===== config.mk =====
export PLATFORM = sky130hd
export DESIGN_NAME = spmp_port
export DESIGN_NICKNAME = d
export VERILOG_FILES = /design/src/spmp_pkg.sv /design/src/spmp_port.sv
export SDC_FILE = /design/constraint.sdc
export NUM_CORES = 1
export LEC_CHECK = 0
export ABC_CLOCK_PERIOD_IN_PS = 2850
export BUFFER_PORTS_ARGS = -buffer_cell sky130_fd_sc_hd__buf_2
export CAP_MARGIN = 5
export CORE_UTILIZATION = 29
export CTS_CLUSTER_SIZE = 20
export DETAILED_ROUTE_END_ITERATION = 10
export GPL_ROUTABILITY_DRIVEN = 1
export SYNTH_ARGS = -nofsm -noshare
export SYNTH_HDL_FRONTEND = slang
export SYNTH_SLANG_ARGS = --single-unit

===== constraint.sdc =====
create_clock -name hclk -period 2.85 [get_ports hclk]
set_clock_uncertainty 0.15 [all_clocks]
set_input_delay 0.57 -clock hclk [delete_from_list [all_inputs] [get_ports hclk]]
set_output_delay 0.57 -clock hclk [all_outputs]
set_load 0.03 [all_outputs]

===== src/spmp_pkg.sv =====
/*
  Constants and carrier types of the byte-wide serial port.
  Assumes a 32-bit AHB-Lite register bus and one clock, hclk.
*/
package spmp_pkg;

  // Register byte offsets
  localparam logic [7:0] SPMP_CTRL_OFS = 8'h00;
  localparam logic [7:0] SPMP_STAT_OFS = 8'h04;
  localparam logic [7:0] SPMP_DATA_OFS = 8'h08;

  // Control field positions
  localparam int SPMP_CTL_IRQ_EN  = 7;
  localparam int SPMP_CTL_EN      = 6;
  localparam int SPMP_CTL_CTRL    = 4;
  localparam int SPMP_CTL_CLOCK_IDLE_LEVEL    = 3;
  localparam int SPMP_CTL_CAPTURE_PHASE    = 2;
  localparam int SPMP_CTL_RATE_HI = 1;
  localparam int SPMP_CTL_RATE_LO = 0;

  // Status field positions
  localparam int SPMP_ST_DONE = 7;
  localparam int SPMP_ST_WRITE_CLASH_FLAG = 6;
  localparam int SPMP_ST_CONTROLLER_FAULT_FLAG = 4;

  // Reset values
  localparam logic [7:0] SPMP_CTRL_RST = 8'h00;
  localparam logic [7:0] SPMP_DATA_RST = 8'h00;

  // Half serial-clock period in hclk cycles, per rate code;
  // at least 3, as the returned data line passes two sync stages
  localparam logic [7:0] SPMP_HALF_R0 = 8'h04;
  localparam logic [7:0] SPMP_HALF_R1 = 8'h08;
  localparam logic [7:0] SPMP_HALF_R2 = 8'h10;
  localparam logic [7:0] SPMP_HALF_R3 = 8'h20;

  // Clock edges in one byte: eight pulses
  localparam logic [4:0] SPMP_EDGES = 5'h10;

  typedef struct packed {
    logic sck;
    logic mosi;
    logic miso;
    logic ss_n;
  } spmp_pin_in_type;

  typedef struct packed {
    logic sck_o;
    logic sck_oe;
    logic mosi_o;
    logic mosi_oe;
    logic miso_o;
    logic miso_oe;
  } spmp_pin_out_type;

  typedef enum logic {SPMP_IDLE, SPMP_RUN} spmp_state_type;

endpackage


===== src/spmp_port.sv =====
/*
  Serial port, controller or target, with its AHB-Lite register slave.
  Assumes pins arrive asynchronously to hclk; the bench resolves the
  open lines from the enables. irq_mask_i is the CPU global mask bit.
*/
// Added by the designer: the address map and register access over AHB-Lite.
//
// Overview of operation
// - Bytes travel on the two data lines most significant bit first.
// - One shift register serves both directions; sent byte becomes received byte.
// - A byte is exactly eight clock pulses, one bit out and in each.
// - As controller the port makes the serial clock and drives it out.
// - Controller clock rate is one of four, picked by two rate bits.
// - As target the rate bits are unused; the received clock times shifting.
// - As controller, enable and controller bits hold only while select input stays high.
// - Controller drives out-line and samples in-line; target the reverse.
// - Controller data write loads the shift register and starts the byte.
// - Byte end sets done flag; interrupt if enabled and not globally masked.
// - At byte end received byte is buffered; data reads return the buffer.
// - Done flag clears by status access while set, then data read.
// - With done flag set, data writes are ignored until status is read or written.
// - Enable set and controller clear puts the pins into target mode.
// - Target starts on the controller's clock, shifting its byte out first.
// - Both ends use the same idle level and capture phase settings.
// - An unselected target ignores the clock and leaves its out-line undriven.
// - Idle level sets clock between bytes; phase picks first or second edge.
// - Data write during a byte is dropped and sets the clash flag only.
// - Select low as controller sets fault flag and clears enable and mode.
`timescale 1ns/100ps

module spmp_port (
  input  wire logic                       hclk,
  input  wire logic                       hresetn,
  input  wire logic                       hsel,
  input  wire logic [31:0]                haddr,
  input  wire logic [1:0]                 htrans,
  input  wire logic                       hwrite,
  input  wire logic [2:0]                 hsize,
  input  wire logic [31:0]                hwdata,
  input  wire logic                       hready,
  output logic      [31:0]                hrdata,
  output logic                            hreadyout,
  output logic                            hresp,
  input  wire logic                       irq_mask_i,
  output logic                            irq,
  input  wire spmp_pkg::spmp_pin_in_type  pin_i,
  output spmp_pkg::spmp_pin_out_type      pin_o
);
  import spmp_pkg::*;

  logic [3:0]     sync1_r;
  logic [3:0]     sync2_r;
  logic           sck_d_r;
  logic [7:0]     ctrl_r;
  logic [7:0]     ctrl_nxt;
  logic           done_r;
  logic           write_clash_flag_r;
  logic           controller_fault_flag_r;
  logic           seen_r;
  logic           controller_fault_flag_arm_r;
  logic [7:0]     rxbuf_r;
  logic [7:0]     shift_r;
  logic           out_bit_r;
  logic [4:0]     edge_cnt_r;
  logic [7:0]     half_cnt_r;
  logic           sck_r;
  spmp_state_type state_r;
  logic [7:0]     addr_r;
  logic           wr_r;
  logic [7:0]     rdata_r;

  // Bus decode
  wire logic       ap      = hsel & htrans[1] & hready;
  wire logic       rd_ap   = ap & ~hwrite;
  wire logic [7:0] a_ofs   = haddr[7:0];
  wire logic       rd_stat = rd_ap & (a_ofs == SPMP_STAT_OFS);
  wire logic       rd_data = rd_ap & (a_ofs == SPMP_DATA_OFS);
  wire logic       wr_ctrl = wr_r & (addr_r == SPMP_CTRL_OFS);
  wire logic       wr_stat = wr_r & (addr_r == SPMP_STAT_OFS);
  wire logic       wr_data = wr_r & (addr_r == SPMP_DATA_OFS);
  wire logic       stat_acc = rd_stat | wr_stat;
  wire logic [7:0] wdat    = hwdata[7:0];

  // Synchronised pins; only stage two is read
  wire logic [3:0] pin_raw = pin_i;
  wire logic       sck_s   = sync2_r[3];
  wire logic       mosi_s  = sync2_r[2];
  wire logic       miso_s  = sync2_r[1];
  wire logic       ss_s    = sync2_r[0];

  wire logic en     = ctrl_r[SPMP_CTL_EN];
  wire logic ctl    = ctrl_r[SPMP_CTL_CTRL];
  wire logic clock_idle_level   = ctrl_r[SPMP_CTL_CLOCK_IDLE_LEVEL];
  wire logic capture_phase   = ctrl_r[SPMP_CTL_CAPTURE_PHASE];
  wire logic is_ctl = en & ctl;
  wire logic is_tgt = en & ~ctl;
  wire logic run    = (state_r == SPMP_RUN);
  wire logic tgt_on = is_tgt & ~ss_s;

  // Controller loses the port as soon as select drops
  wire logic fault = is_ctl & ~ss_s;

  // Rate code only matters to the controller
  wire logic [1:0] rate = {ctrl_r[SPMP_CTL_RATE_HI], ctrl_r[SPMP_CTL_RATE_LO]};
  wire logic [7:0] half_sel =
    (rate == 2'h0) ? SPMP_HALF_R0 :
    (rate == 2'h1) ? SPMP_HALF_R1 :
    (rate == 2'h2) ? SPMP_HALF_R2 : SPMP_HALF_R3;
  wire logic [7:0] half_ld = half_sel - 8'h01;

  // Edge sources: own divider or received clock
  wire logic ctl_edge = run & (half_cnt_r == 8'h00);
  wire logic tgt_edge = tgt_on & (sck_s ^ sck_d_r);
  wire logic edge_ev  = ctl_edge | tgt_edge;
  wire logic [4:0] edge_no = edge_cnt_r + 5'h01;

  // Phase clear: odd edges capture; phase set: even edges capture
  wire logic capture = edge_ev & (edge_no[0] ^ capture_phase);
  wire logic launch  = edge_ev & ~capture;
  wire logic last    = edge_ev & (edge_no == SPMP_EDGES);

  wire logic       din      = ctl ? miso_s : mosi_s;
  wire logic [7:0] shift_cap = {shift_r[6:0], din};
  wire logic [7:0] rx_cap   = capture ? shift_cap : shift_r;

  // First-edge capture freezes the target as soon as it is selected
  wire logic busy    = run | (tgt_on & (~capture_phase | (edge_cnt_r != 5'h00)));
  wire logic blocked = done_r & ~seen_r;
  wire logic load    = wr_data & ~blocked & ~busy;
  wire logic write_clash_flag_ev = wr_data & ~blocked & busy;
  wire logic start   = load & is_ctl & ss_s;
  wire logic flag_clr = rd_data & seen_r;

  // Enable and mode bits may not be set while a fault is unacknowledged
  wire logic [7:0] lock_mask = (8'h01 << SPMP_CTL_EN) | (8'h01 << SPMP_CTL_CTRL);
  wire logic       lock      = controller_fault_flag_r & ~controller_fault_flag_arm_r;

  always_comb begin
    ctrl_nxt = ctrl_r;
    if (wr_ctrl) begin
      ctrl_nxt = lock ? ((wdat & ~lock_mask) | (ctrl_r & lock_mask)) : wdat;
    end
    if (fault) begin
      ctrl_nxt = ctrl_nxt & ~lock_mask;
    end
  end

  wire logic [7:0] stat_val =
    ({7'h00, done_r} << SPMP_ST_DONE) |
    ({7'h00, write_clash_flag_r} << SPMP_ST_WRITE_CLASH_FLAG) |
    ({7'h00, controller_fault_flag_r} << SPMP_ST_CONTROLLER_FAULT_FLAG);
  wire logic [7:0] rd_mux =
    (a_ofs == SPMP_CTRL_OFS) ? ctrl_r :
    (a_ofs == SPMP_STAT_OFS) ? stat_val :
    (a_ofs == SPMP_DATA_OFS) ? rxbuf_r : 8'h00;

  always_ff @(posedge hclk or negedge hresetn) begin
    if (!hresetn) begin
      sync1_r <= 4'hF;
      sync2_r <= 4'hF;
      sck_d_r <= 1'b1; // Same level as the sync reset: no false edge
    end else begin
      sync1_r <= pin_raw;
      sync2_r <= sync1_r;
      sck_d_r <= sck_s;
    end
  end

  // Zero-wait slave: read data is fetched in the address phase
  always_ff @(posedge hclk or negedge hresetn) begin
    if (!hresetn) begin
      addr_r  <= 8'h00;
      wr_r    <= 1'b0;
      rdata_r <= 8'h00;
    end else begin
      addr_r <= a_ofs;
      wr_r   <= ap & hwrite;
      if (rd_ap) begin
        rdata_r <= rd_mux;
      end
    end
  end

  // Flags: a setting event wins over a clear in the same cycle
  always_ff @(posedge hclk or negedge hresetn) begin
    if (!hresetn) begin
      ctrl_r     <= SPMP_CTRL_RST;
      done_r     <= 1'b0;
      write_clash_flag_r     <= 1'b0;
      controller_fault_flag_r     <= 1'b0;
      seen_r     <= 1'b0;
      controller_fault_flag_arm_r <= 1'b0;
      rxbuf_r    <= SPMP_DATA_RST;
    end else begin
      ctrl_r     <= ctrl_nxt;
      done_r     <= last | (done_r & ~flag_clr);
      write_clash_flag_r     <= write_clash_flag_ev | (write_clash_flag_r & ~flag_clr);
      controller_fault_flag_r     <= fault | (controller_fault_flag_r & ~(wr_ctrl & controller_fault_flag_arm_r));
      seen_r     <= ~last & ~rd_data & (seen_r | (stat_acc & (done_r | write_clash_flag_r)));
      controller_fault_flag_arm_r <= ~wr_ctrl & (controller_fault_flag_arm_r | (stat_acc & controller_fault_flag_r));
      if (last) begin
        rxbuf_r <= rx_cap;
      end
    end
  end

  // Shift path shared by both modes
  always_ff @(posedge hclk or negedge hresetn) begin
    if (!hresetn) begin
      shift_r    <= SPMP_DATA_RST;
      out_bit_r  <= 1'b0;
      edge_cnt_r <= 5'h00;
    end else begin
      if (load) begin
        shift_r   <= wdat;
        out_bit_r <= wdat[7];
      end else begin
        if (capture) begin
          shift_r <= shift_cap;
        end
        if (launch) begin
          out_bit_r <= shift_r[7];
        end
      end
      if (last || (!run && !tgt_on) || fault) begin
        edge_cnt_r <= 5'h00;
      end else if (edge_ev) begin
        edge_cnt_r <= edge_no;
      end
    end
  end

  // Controller clock generator
  always_ff @(posedge hclk or negedge hresetn) begin
    if (!hresetn) begin
      state_r    <= SPMP_IDLE;
      half_cnt_r <= 8'h00;
      sck_r      <= 1'b0;
    end else begin
      unique case (state_r)
        SPMP_IDLE: begin
          sck_r      <= clock_idle_level;
          half_cnt_r <= half_ld;
          if (start) begin
            state_r <= SPMP_RUN;
          end
        end
        SPMP_RUN: begin
          if (fault || last) begin
            state_r <= SPMP_IDLE;
            sck_r   <= clock_idle_level;
          end else if (ctl_edge) begin
            sck_r      <= ~sck_r;
            half_cnt_r <= half_ld;
          end else begin
            half_cnt_r <= half_cnt_r - 8'h01;
          end
        end
      endcase
    end
  end

  assign hrdata    = {24'h000000, rdata_r};
  assign hreadyout = 1'b1;
  assign hresp     = 1'b0;

  assign irq = ~irq_mask_i & ctrl_r[SPMP_CTL_IRQ_EN] & (done_r | controller_fault_flag_r);

  // Pins owned by the port only while enabled
  always_comb begin
    pin_o.sck_o   = sck_r;
    pin_o.sck_oe  = is_ctl;
    pin_o.mosi_o  = out_bit_r;
    pin_o.mosi_oe = is_ctl;
    pin_o.miso_o  = out_bit_r;
    pin_o.miso_oe = tgt_on;
  end
endmodule


==> results of run 1 <==
path summary, 6_finish.rpt:
check | cells past startpoint | end | start | slack, ns
setup reg to reg | 8 | rxbuf_r[4] | half_cnt_r[0] | 0.20
setup / recovery | 8 | rxbuf_r[4] | half_cnt_r[0] | 0.20
min in group hclk | 1 | sync1_r[0] | pin_i[0] | 0.19
hold / removal | 1 | half_cnt_r[7] | hresetn | 0.01
max in group asynchronous | 2 | done_r | hresetn | 1.92
hold reg to reg | 0 | sync2_r[1] | sync1_r[1] | 0.20
critical path: stages (launching register included):
cell       delay [ns]
dfrtp_1          0.40
inv_1            0.07
ha_1             0.17
or4b_1           0.57
o2bb2ai_4        0.17
nor2b_1          0.14
buf_4            0.19
mux2_1           0.38
mux2_1           0.30
cells by family after synthesis:
group	Yosys count	synth area share [%]
compound gates	47	9.87
xor+xnor	9	2.23
fa+ha+maj	4	1.42
buf+inv	53	9.52
flops	71	50.6
mux	39	12.4
other cells	2	0.212
simple gates	85	13.8
routing by layer:
metal	track usage [%]	share of wire (%)
met5	0	0
met4	3.82	0.80
met3	4.21	5.0
met2	17.3	43
met1	16.6	51
placed cells by master, fill, tap and decap left out, types with 3 or more instances in the layout:
master and n:
nand3_1 3, clkbuf_16 9, buf_2 41, a22oi_1 5, nand3b_1 3, o21ai_1 10, buf_4 9, mux2_1 14
nor2b_1 7, inv_1 8, clkinv_4 3, xor2_1 7, dfrtp_1 62, a21oi_1 9, and4_1 3, dfstp_2 9
mux2_2 17, nor3_1 5, nand2_1 22, nand4b_1 4, mux2i_1 6, nor2_1 19, ha_1 4, conb_1 26
flip-flops by register name, indices dropped and copies added (netlist names), 4 cells and up:
signal and flops:
rxbuf_r 8, half_cnt_r 8, sync1_r 4, sync2_r 4
ctrl_r 8, shift_r 8, rdata_r 8, edge_cnt_r 5
addr_r 8
where the power goes:
group	switching (W)	internal, W	total, W
sequential	0.0000411	0.00107	0.00111
combinational	0.000150	0.0000934	0.000243
clock	0.000432	0.000683	0.00112
total	0.000623	0.00184	0.00247
area by class of cell:
type	instances	area share, %
Inverter	9	0.821
Clock buffer	10	5.57
Multi-Input combinational cell	210	36.5
Sequential cell	71	43.5
Tap cell	143	4.35
Clock inverter	6	1.70
Timing Repair Buffer	52	7.60
metrics by stage:
stage / power (W) / setup WS (ns) / utilization [%] / cell area [µm²]
2_1_floorplan: 0.00131 / 0.297 / - / 3630
3_3_place_gp: 0.00136 / 0.226 / 32.7 / 3810
3_5_place_dp: 0.00137 / 0.195 / 32.7 / 3810
4_1_cts: 0.00250 / 0.178 / 35.3 / 4110
5_1_grt: 0.00258 / 0.109 / 35.3 / 4110
6_report: 0.00247 / 0.198 / 35.3 / 4110
==> results.py, run 1 <==
metrics = {
    "sta": {
        "maxClockFrequency_mhz": 377,
        "rsz0062_at_grt": "no",
        "finalCritPeriodShare_pct": 93.1,
        "drv_slew": 0,
        "finalHoldViolations": 0,
        "whs_ns": 0.0116,
        "min_period_ns": 2.65,
        "setup_viol": 0,
        "finalSetupTns_ns": 0,
    },
    "routing": {
        "wire_per_inst_um": 14.0,
        "drt_iter0_drc": 116,
        "remaining_drc_errors": 0,
        "vias": 2303,
        "ant_nets": 0,
        "drt-pass1-iter-count": 4,
        "viasPerCell": 4.60,
        "drt-total-wl_um": 7000,
    },
    "clocking": {
        "clkTransAtPathRegs_ns": 0.06,
        "cts_root_buf": "clkbuf_16",
        "postCtsSetupRepairBufs": 0,
        "cts_tree": "done",
        "htree_num_levels": 3,
        "ctsResizeCount": 0,
        "cts_hold_buf": 0,
        "insertion_delay_ns": 0.33,
        "clock-sinks": 71,
        "cts_buffers": 9,
        "cts_max_path_buffers": 2,
    },
    "placed_design": {
        "place.gp.congestion": 0.727,
        "dp_cells": 485,
        "hpwl_um": 5160,
        "port_buffers": 41,
    },
    "synth": {
        "synth_edf_count": 0,
        "ys_warn_count": 0,
        "async_flop_share_pct": 100,
        "syn_area_mm2": 0.00354,
        "netlist_instances": 310,
        "synth.most_common_cell": "dfrtp_1",
        "synth_commonest_cells": "dfrtp_1 (62), buf_4 (32), nand2_1 (22)",
        "ys_seq_area_share_pct": 50.6,
        "yosys_most_used_dff": "dfrtp_1",
        "ys_ff_latch": 71,
        "netlist_top_cells_area": "dfrtp_1 (44%), buf_4 (6.8%), dfstp_2 (6.7%)",
        "synth_top_area_cell": "dfrtp_1",
        "yosysTopAreaCellShare_pct": 43.9,
        "postSynthAreaPerCell_um2": 11.4,
        "synth.distinct_cells": 60,
    },
    "global_routing": {
        "grt_overflow": 0,
        "grt_max_degree": 57,
        "antenna_found_initial": 0,
        "grt_pass1_wl_um": 11600,
        "grt_pass1_vias": 2232,
        "track_usage_pct": 11.9,
    },
    "final_layout": {
        "insertedDiodeCount": 0,
        "final_cell_count_no_fill": 501,
        "nets": 436,
        "area_growth_pct": 16.3,
        "regArea_mm2": 0.00179,
        "drive_above_1_share_pct": 28.8,
        "multi_input_area_mm2": 0.00150,
        "fillerInstances": 1154,
    },
    "critical_path": {
        "endpoint_kind": "register",
        "crit_type": "register to register",
        "cp-start-kind": "register",
        "worstPathRequired_ns": 2.91,
        "critPathMaxFanout": 8,
        "critPathArrivalTime_ns": 2.71,
    },
    "power_and_ir_drop": {
        "p_per_area_mw_per_mm2": 600,
        "irDropWorstVdd_mv": 0.270,
        "leakage_nw": 1.94,
    },
    "min_path": {
        "hold_class": "primary input to async pin",
    },
    "floorplan": {
        "core_mm2": 0.0117,
        "dieArea_mm2": 0.0126,
        "pin_count": 120,
        "die_x_um": 112,
        "die_y_um": 112,
        "start_util_pct": 30.3,
        "rows": 39,
    },
    "status": {
        "status": "complete, no violations",
    },
    "run": {
        "maxCapViolCount": 0,
    },
}
Power figures use the tool's default switching activity.
==> run 2, diff against run 1 <==
--- a/config.mk
+++ b/config.mk
@@ -5,6 +5,7 @@
 export SDC_FILE = /design/constraint.sdc
 export NUM_CORES = 1
 export LEC_CHECK = 0
+export ABC_AREA = 1
 export ABC_CLOCK_PERIOD_IN_PS = 2850
 export BUFFER_PORTS_ARGS = -buffer_cell sky130_fd_sc_hd__buf_2
 export CAP_MARGIN = 5
==> results.py, run 2 <==
metrics = {
    "sta": {
        "setup_viol": 0,
        "min_period_ns": 2.14,
        "rsz0062_at_grt": "no",
        "maxClockFrequency_mhz": 467,
        "max_slew_margin_pct": 59.7,
        "finalSetupTns_ns": 0,
        "finalHoldViolations": 0,
        "drv_slew": 0,
        "finalCritPeriodShare_pct": 75.2,
        "tightest_slew_ns": 0.604,
    },
    "synth": {
        "synth.distinct_cells": 40,
        "syn_area_mm2": 0.00376,
        "yosys_most_used_dff": "dfrtp_1",
        "synth.most_common_cell": "nand2_1",
        "synth_top_area_cell": "dfrtp_1",
        "async_flop_share_pct": 100,
        "yosysTopAreaCellShare_pct": 41.2,
        "ys_warn_count": 0,
        "netlist_top_cells_area": "dfrtp_1 (41%), nand2_1 (9.6%), buf_4 (7.2%)",
        "ys_ff_latch": 71,
        "ys_seq_area_share_pct": 47.5,
        "netlist_instances": 453,
        "synth_commonest_cells": "nand2_1 (96), dfrtp_1 (62), inv_1 (59)",
        "postSynthAreaPerCell_um2": 8.31,
        "synth_edf_count": 0,
    },
    "routing": {
        "vias": 2941,
        "viasPerCell": 4.40,
        "routed.top_layer": "met4",
        "wl_met2_um": 3850,
        "remaining_drc_errors": 0,
        "wl_met3_um": 287,
        "wire_per_inst_um": 12.1,
        "drt-total-wl_um": 8070,
        "drt_iter0_drc": 181,
        "drt-pass1-iter-count": 4,
        "wl_met1_um": 3750,
        "ant_nets": 0,
    },
    "critical_path": {
        "cp-start-kind": "register",
        "crit_type": "register to register",
        "r2r-end": "half_cnt_r[1]",
        "critPathArrivalTime_ns": 2.21,
        "critPathMaxFanout": 18,
        "endpoint_kind": "register",
        "regToRegStartpoint": "half_cnt_r[0]",
        "r2r_cells": 11,
        "reg2reg_slack_ns": 0.71,
        "worstPathRequired_ns": 2.92,
    },
    "clocking": {
        "cts_root_buf": "clkbuf_16",
        "clock-sinks": 71,
        "htree_num_levels": 3,
        "cts_tree": "done",
        "cts_max_path_buffers": 2,
        "insertion_delay_ns": 0.33,
        "clkTransAtPathRegs_ns": 0.06,
        "cts_buffers": 9,
    },
    "final_layout": {
        "drive_above_1_share_pct": 20.4,
        "mostFrequentLayoutCell": "nand2_1",
        "insertedDiodeCount": 0,
        "final_cell_mix": "nand2_1 (96), dfrtp_1 (62), inv_1 (59)",
        "final_util_pct": 34.0,
        "area_growth_pct": 13.9,
        "nets": 574,
    },
    "floorplan": {
        "start_util_pct": 29.8,
        "core_mm2": 0.0126,
        "rows": 41,
        "die_y_um": 116,
        "dieArea_mm2": 0.0134,
        "pin_count": 120,
        "die_x_um": 116,
    },
    "min_path": {
        "hold_class": "primary input to register",
        "min_from": "pin_i[0]",
        "whs_path_depth": 1,
        "holdPathEnd": "sync1_r[0]",
    },
    "global_routing": {
        "grt_overflow": 0,
        "grt_pass1_wl_um": 13700,
        "track_usage_pct": 13.4,
        "antenna_found_initial": 0,
        "grt_pass1_vias": 2823,
        "grt_max_degree": 62,
    },
    "power_and_ir_drop": {
        "leakage_nw": 2.15,
        "irDropWorstVdd_mv": 0.321,
        "p_per_area_mw_per_mm2": 529,
    },
    "placed_design": {
        "port_buffers": 41,
        "hpwl_um": 5930,
        "place.gp.congestion": 0.788,
    },
    "status": {
        "status": "complete, no violations",
    },
    "run": {
        "maxCapViolCount": 0,
    },
}
run 2: kinds of logic (layout without fill, tap and decap cells):
group | Yosys count | after routing | share of synthesized area [%]
AOI/OAI and AO/OA | 53 | 53 | 8.28
DFF | 71 | 71 | 47.5
and+or+nand+nor | 209 | 209 | 26.4
buffers and inverters | 108 | 127 | 14.9
muxes | 1 | 1 | 0.266
other | 2 | 26 | 0.200
adders and majority gates | 4 | 4 | 1.33
xor gates and xnor gates | 5 | 5 | 1.16
run 2: through the flow:
| step | instances | worst slack [ns] | power (W) | instance area (µm²) | hold WS (ns) |
|---|---|---|---|---|---|
| after floorplan | 477 | 1.15 | 0.00119 | 3850 | 0.124 |
| after global placement | 651 | 0.748 | 0.00122 | 3990 | 0.196 |
| after detailed placement | 651 | 0.713 | 0.00122 | 3990 | 0.198 |
| after CTS | 668 | 0.696 | 0.00230 | 4290 | 0.175 |
| after global routing | 668 | 0.553 | 0.00236 | 4290 | 0.177 |
| final | 668 | 0.708 | 0.00227 | 4290 | 0.187 |
run 2: what timing repair did:
action                                 4_1_cts  5_1_grt
endpoints found under the hold margin       10        0
setup buffers                                0        0
gates resized for setup                      0        0
hold buffers                                 1        0
run 2: worst max path at each step:
stage                       start             to  slack (ns)  cells after the start
global placement    half_cnt_r[0]  half_cnt_r[2]        0.75                     11
floorplan              irq_mask_i            irq        1.15                      1
detailed placement  half_cnt_r[0]  half_cnt_r[1]        0.71                     11
global route        half_cnt_r[0]  half_cnt_r[2]        0.55                     11
finish              half_cnt_r[0]  half_cnt_r[1]        0.71                     11
CTS                 half_cnt_r[0]  half_cnt_r[1]        0.70                     11
run 2: report_power, final:
group | internal (W) | total [W] | switching, W
clock network | 0.000633 | 0.00106 | 0.000429
registers | 0.00104 | 0.00105 | 0.0000121
logic | 0.0000357 | 0.000157 | 0.000121
total | 0.00171 | 0.00227 | 0.000562
run 2: critical path, cell delays in order, from the launching register on:
cell     delay (ns)
dfrtp_1        0.37
inv_1          0.12
ha_1           0.22
nand3_2        0.12
inv_2          0.11
nand3_4        0.10
nand2_4        0.21
nand2_4        0.18
nand2_4        0.16
nand2_2        0.11
nand2_1        0.11
nand2_1        0.06
run 2: per-layer routing:
layer  vias up  GRT usage, %
met1      1395          17.2
li1       1461             -
met3        14          2.56
met2        71          21.6
met4         0          6.58
met5         -             0
run 2: final cells by class:
cell class / count / area (µm²)
clock buffers: 11 / 253
clock inverters: 5 / 32.5
fillers: 1331 / 8330
inverters: 68 / 256
multi-input cells: 298 / 1510
flip-flops and latches: 71 / 1790
well taps: 172 / 215
repair buffers: 43 / 235
==> run 3, diff against run 2 <==
--- a/config.mk
+++ b/config.mk
@@ -6,7 +6,7 @@
 export NUM_CORES = 1
 export LEC_CHECK = 0
 export ABC_AREA = 1
-export ABC_CLOCK_PERIOD_IN_PS = 2850
+export ABC_CLOCK_PERIOD_IN_PS = 1800
 export BUFFER_PORTS_ARGS = -buffer_cell sky130_fd_sc_hd__buf_2
 export CAP_MARGIN = 5
 export CORE_UTILIZATION = 29
==> constraint.sdc (replaced) <==
create_clock -name hclk -period 1.8 [get_ports hclk]
set_clock_uncertainty 0.15 [all_clocks]
set_input_delay 0.36 -clock hclk [delete_from_list [all_inputs] [get_ports hclk]]
set_output_delay 0.36 -clock hclk [all_outputs]
set_load 0.03 [all_outputs]
==> results.py, run 3 (synthesis results as in run 2) <==
metrics = {
    "sta": {
        "finalCritPeriodShare_pct": 97.3,
        "maxClockFrequency_mhz": 571,
        "whs_ns": 0.00669,
        "finalHoldViolations": 0,
        "setup_viol": 0,
        "finalSetupTns_ns": 0,
        "rsz0062_at_grt": "yes",
        "drv_slew": 0,
        "setup_slack_ns": 0.0485,
        "min_period_ns": 1.75,
    },
    "final_layout": {
        "drive_above_1_share_pct": 31.9,
        "insertedDiodeCount": 0,
        "nets": 617,
        "mostFrequentLayoutCell": "nand2_1",
        "final_util_pct": 39.2,
        "area_growth_pct": 31.4,
        "final_cell_mix": "nand2_1 (84), dfrtp_1 (62), inv_1 (55)",
        "fillerInstances": 1286,
    },
    "floorplan": {
        "pin_count": 120,
        "die_x_um": 116,
        "dieArea_mm2": 0.0134,
        "die_y_um": 116,
        "core_mm2": 0.0126,
        "rows": 41,
        "start_util_pct": 29.8,
    },
    "routing": {
        "drt-pass1-iter-count": 4,
        "remaining_drc_errors": 0,
        "drt_iter0_drc": 154,
        "drt-total-wl_um": 8670,
        "ant_nets": 0,
        "viasPerCell": 4.41,
        "wire_per_inst_um": 12.2,
        "vias": 3135,
    },
    "global_routing": {
        "track_usage_pct": 13.8,
        "grt_pass1_wl_um": 14300,
        "grt_pass1_vias": 3010,
        "antenna_found_initial": 0,
        "grt_max_degree": 72,
        "grt_overflow": 0,
    },
    "clocking": {
        "cts_tree": "done",
        "htree_num_levels": 3,
        "cts_buffers": 9,
        "insertion_delay_ns": 0.33,
        "cts_root_buf": "clkbuf_16",
        "cts_max_path_buffers": 2,
        "clkTransAtPathRegs_ns": 0.06,
        "clock-sinks": 71,
    },
    "power_and_ir_drop": {
        "p_total_w": 0.00398,
        "leakage_nw": 2.43,
        "p_per_area_mw_per_mm2": 806,
        "irDropWorstVdd_mv": 0.469,
    },
    "run": {
        "maxCapViolCount": 0,
    },
    "min_path": {
        "holdPathEnd": "addr_r[6]",
        "whs_path_depth": 1,
        "hold_class": "primary input to register",
        "min_from": "haddr[6]",
    },
    "critical_path": {
        "endpoint_kind": "register",
        "r2r-end": "rxbuf_r[3]",
        "regToRegStartpoint": "half_cnt_r[1]",
        "worstPathRequired_ns": 1.86,
        "critPathMaxFanout": 8,
        "critPathMaxStageDelay_ns": 0.40,
        "r2r_cells": 11,
        "worstPathCellList": "inv_2, ha_4, nand3_2, inv_2, nand3_4, nand2_4, buf_6, buf_12, nand3_2, nand3_1, o21ai_1",
        "slowest_stage": "dfrtp_1",
        "critPathArrivalTime_ns": 1.81,
        "crit_type": "register to register",
        "reg2reg_slack_ns": 0.05,
        "cp-start-kind": "register",
    },
    "status": {
        "status": "complete, no violations",
    },
    "placed_design": {
        "hpwl_um": 6190,
        "place_ws_ns": 0.0112,
        "port_buffers": 41,
        "place.gp.congestion": 0.828,
    },
}
run 3: cell type report:
class	count	area (µm²)	share of cell area, %
inverter	68	260	5.26
timing repair buffer	86	632	12.8
tap	172	215	4.35
clock buffer	9	225	4.55
sequential	71	1790	36.2
clock inverter	7	121	2.45
multi-input combinational	298	1700	34.4
run 3: how the worst max path moves through the flow:
stage | to | startpoint | slack (ns)
2_1_floorplan | sck_r | edge_cnt_r[0] | 0.1
3_3_place_gp | shift_r[6] | half_cnt_r[0] | 0.02
3_5_place_dp | shift_r[6] | half_cnt_r[0] | 0.01
4_1_cts | pin_o[4] | ctrl_r[4] | -0.006
5_1_grt | sck_r | edge_cnt_r[0] | -0.06
6_report | rxbuf_r[3] | half_cnt_r[1] | 0.05
run 3: timing repair:
action                                  4_1_cts  5_1_grt
endpoints found under the setup margin        3       36
endpoints found under the hold margin        69        1
buffers inserted                              0        6
hold buffers                                  8        1
pin swaps                                     1       12
resized for setup                             7       55
run 3: layer usage:
layer / share of wire (%) / global-route usage, % / up-vias / wire (µm)
met5: 0 / 0 / - / 0
met4: 1.5 / 6.15 / 0 / 129
met3: 3.1 / 1.73 / 10 / 268
met2: 50 / 22.7 / 68 / 4310
met1: 46 / 18.0 / 1515 / 3960
li1: - / - / 1542 / -
run 3: where the power goes:
group	leakage (nW)	internal, W	total, W	switching (W)
logic	1.45	0.0000741	0.000272	0.000198
registers	0.816	0.00164	0.00166	0.0000194
clock network	0.170	0.00136	0.00205	0.000691
run 3: metrics by stage:
stage / std cells / cell area, µm²
after floorplan: 477 / 3850
after global placement: 681 / 4230
after detailed placement: 681 / 4230
after CTS: 704 / 4670
after global routing: 711 / 4940
final: 711 / 4940
run 3: worst max-delay path: cells and delay by family (launching register included):
family	cells	cell delay (ns)
AO/OA/AOI/OAI	1	0.07
adder cells (fa/ha/maj)	1	0.14
buffers and inverters	4	0.43
flip-flops	1	0.40
AND/OR/NAND/NOR	5	0.44
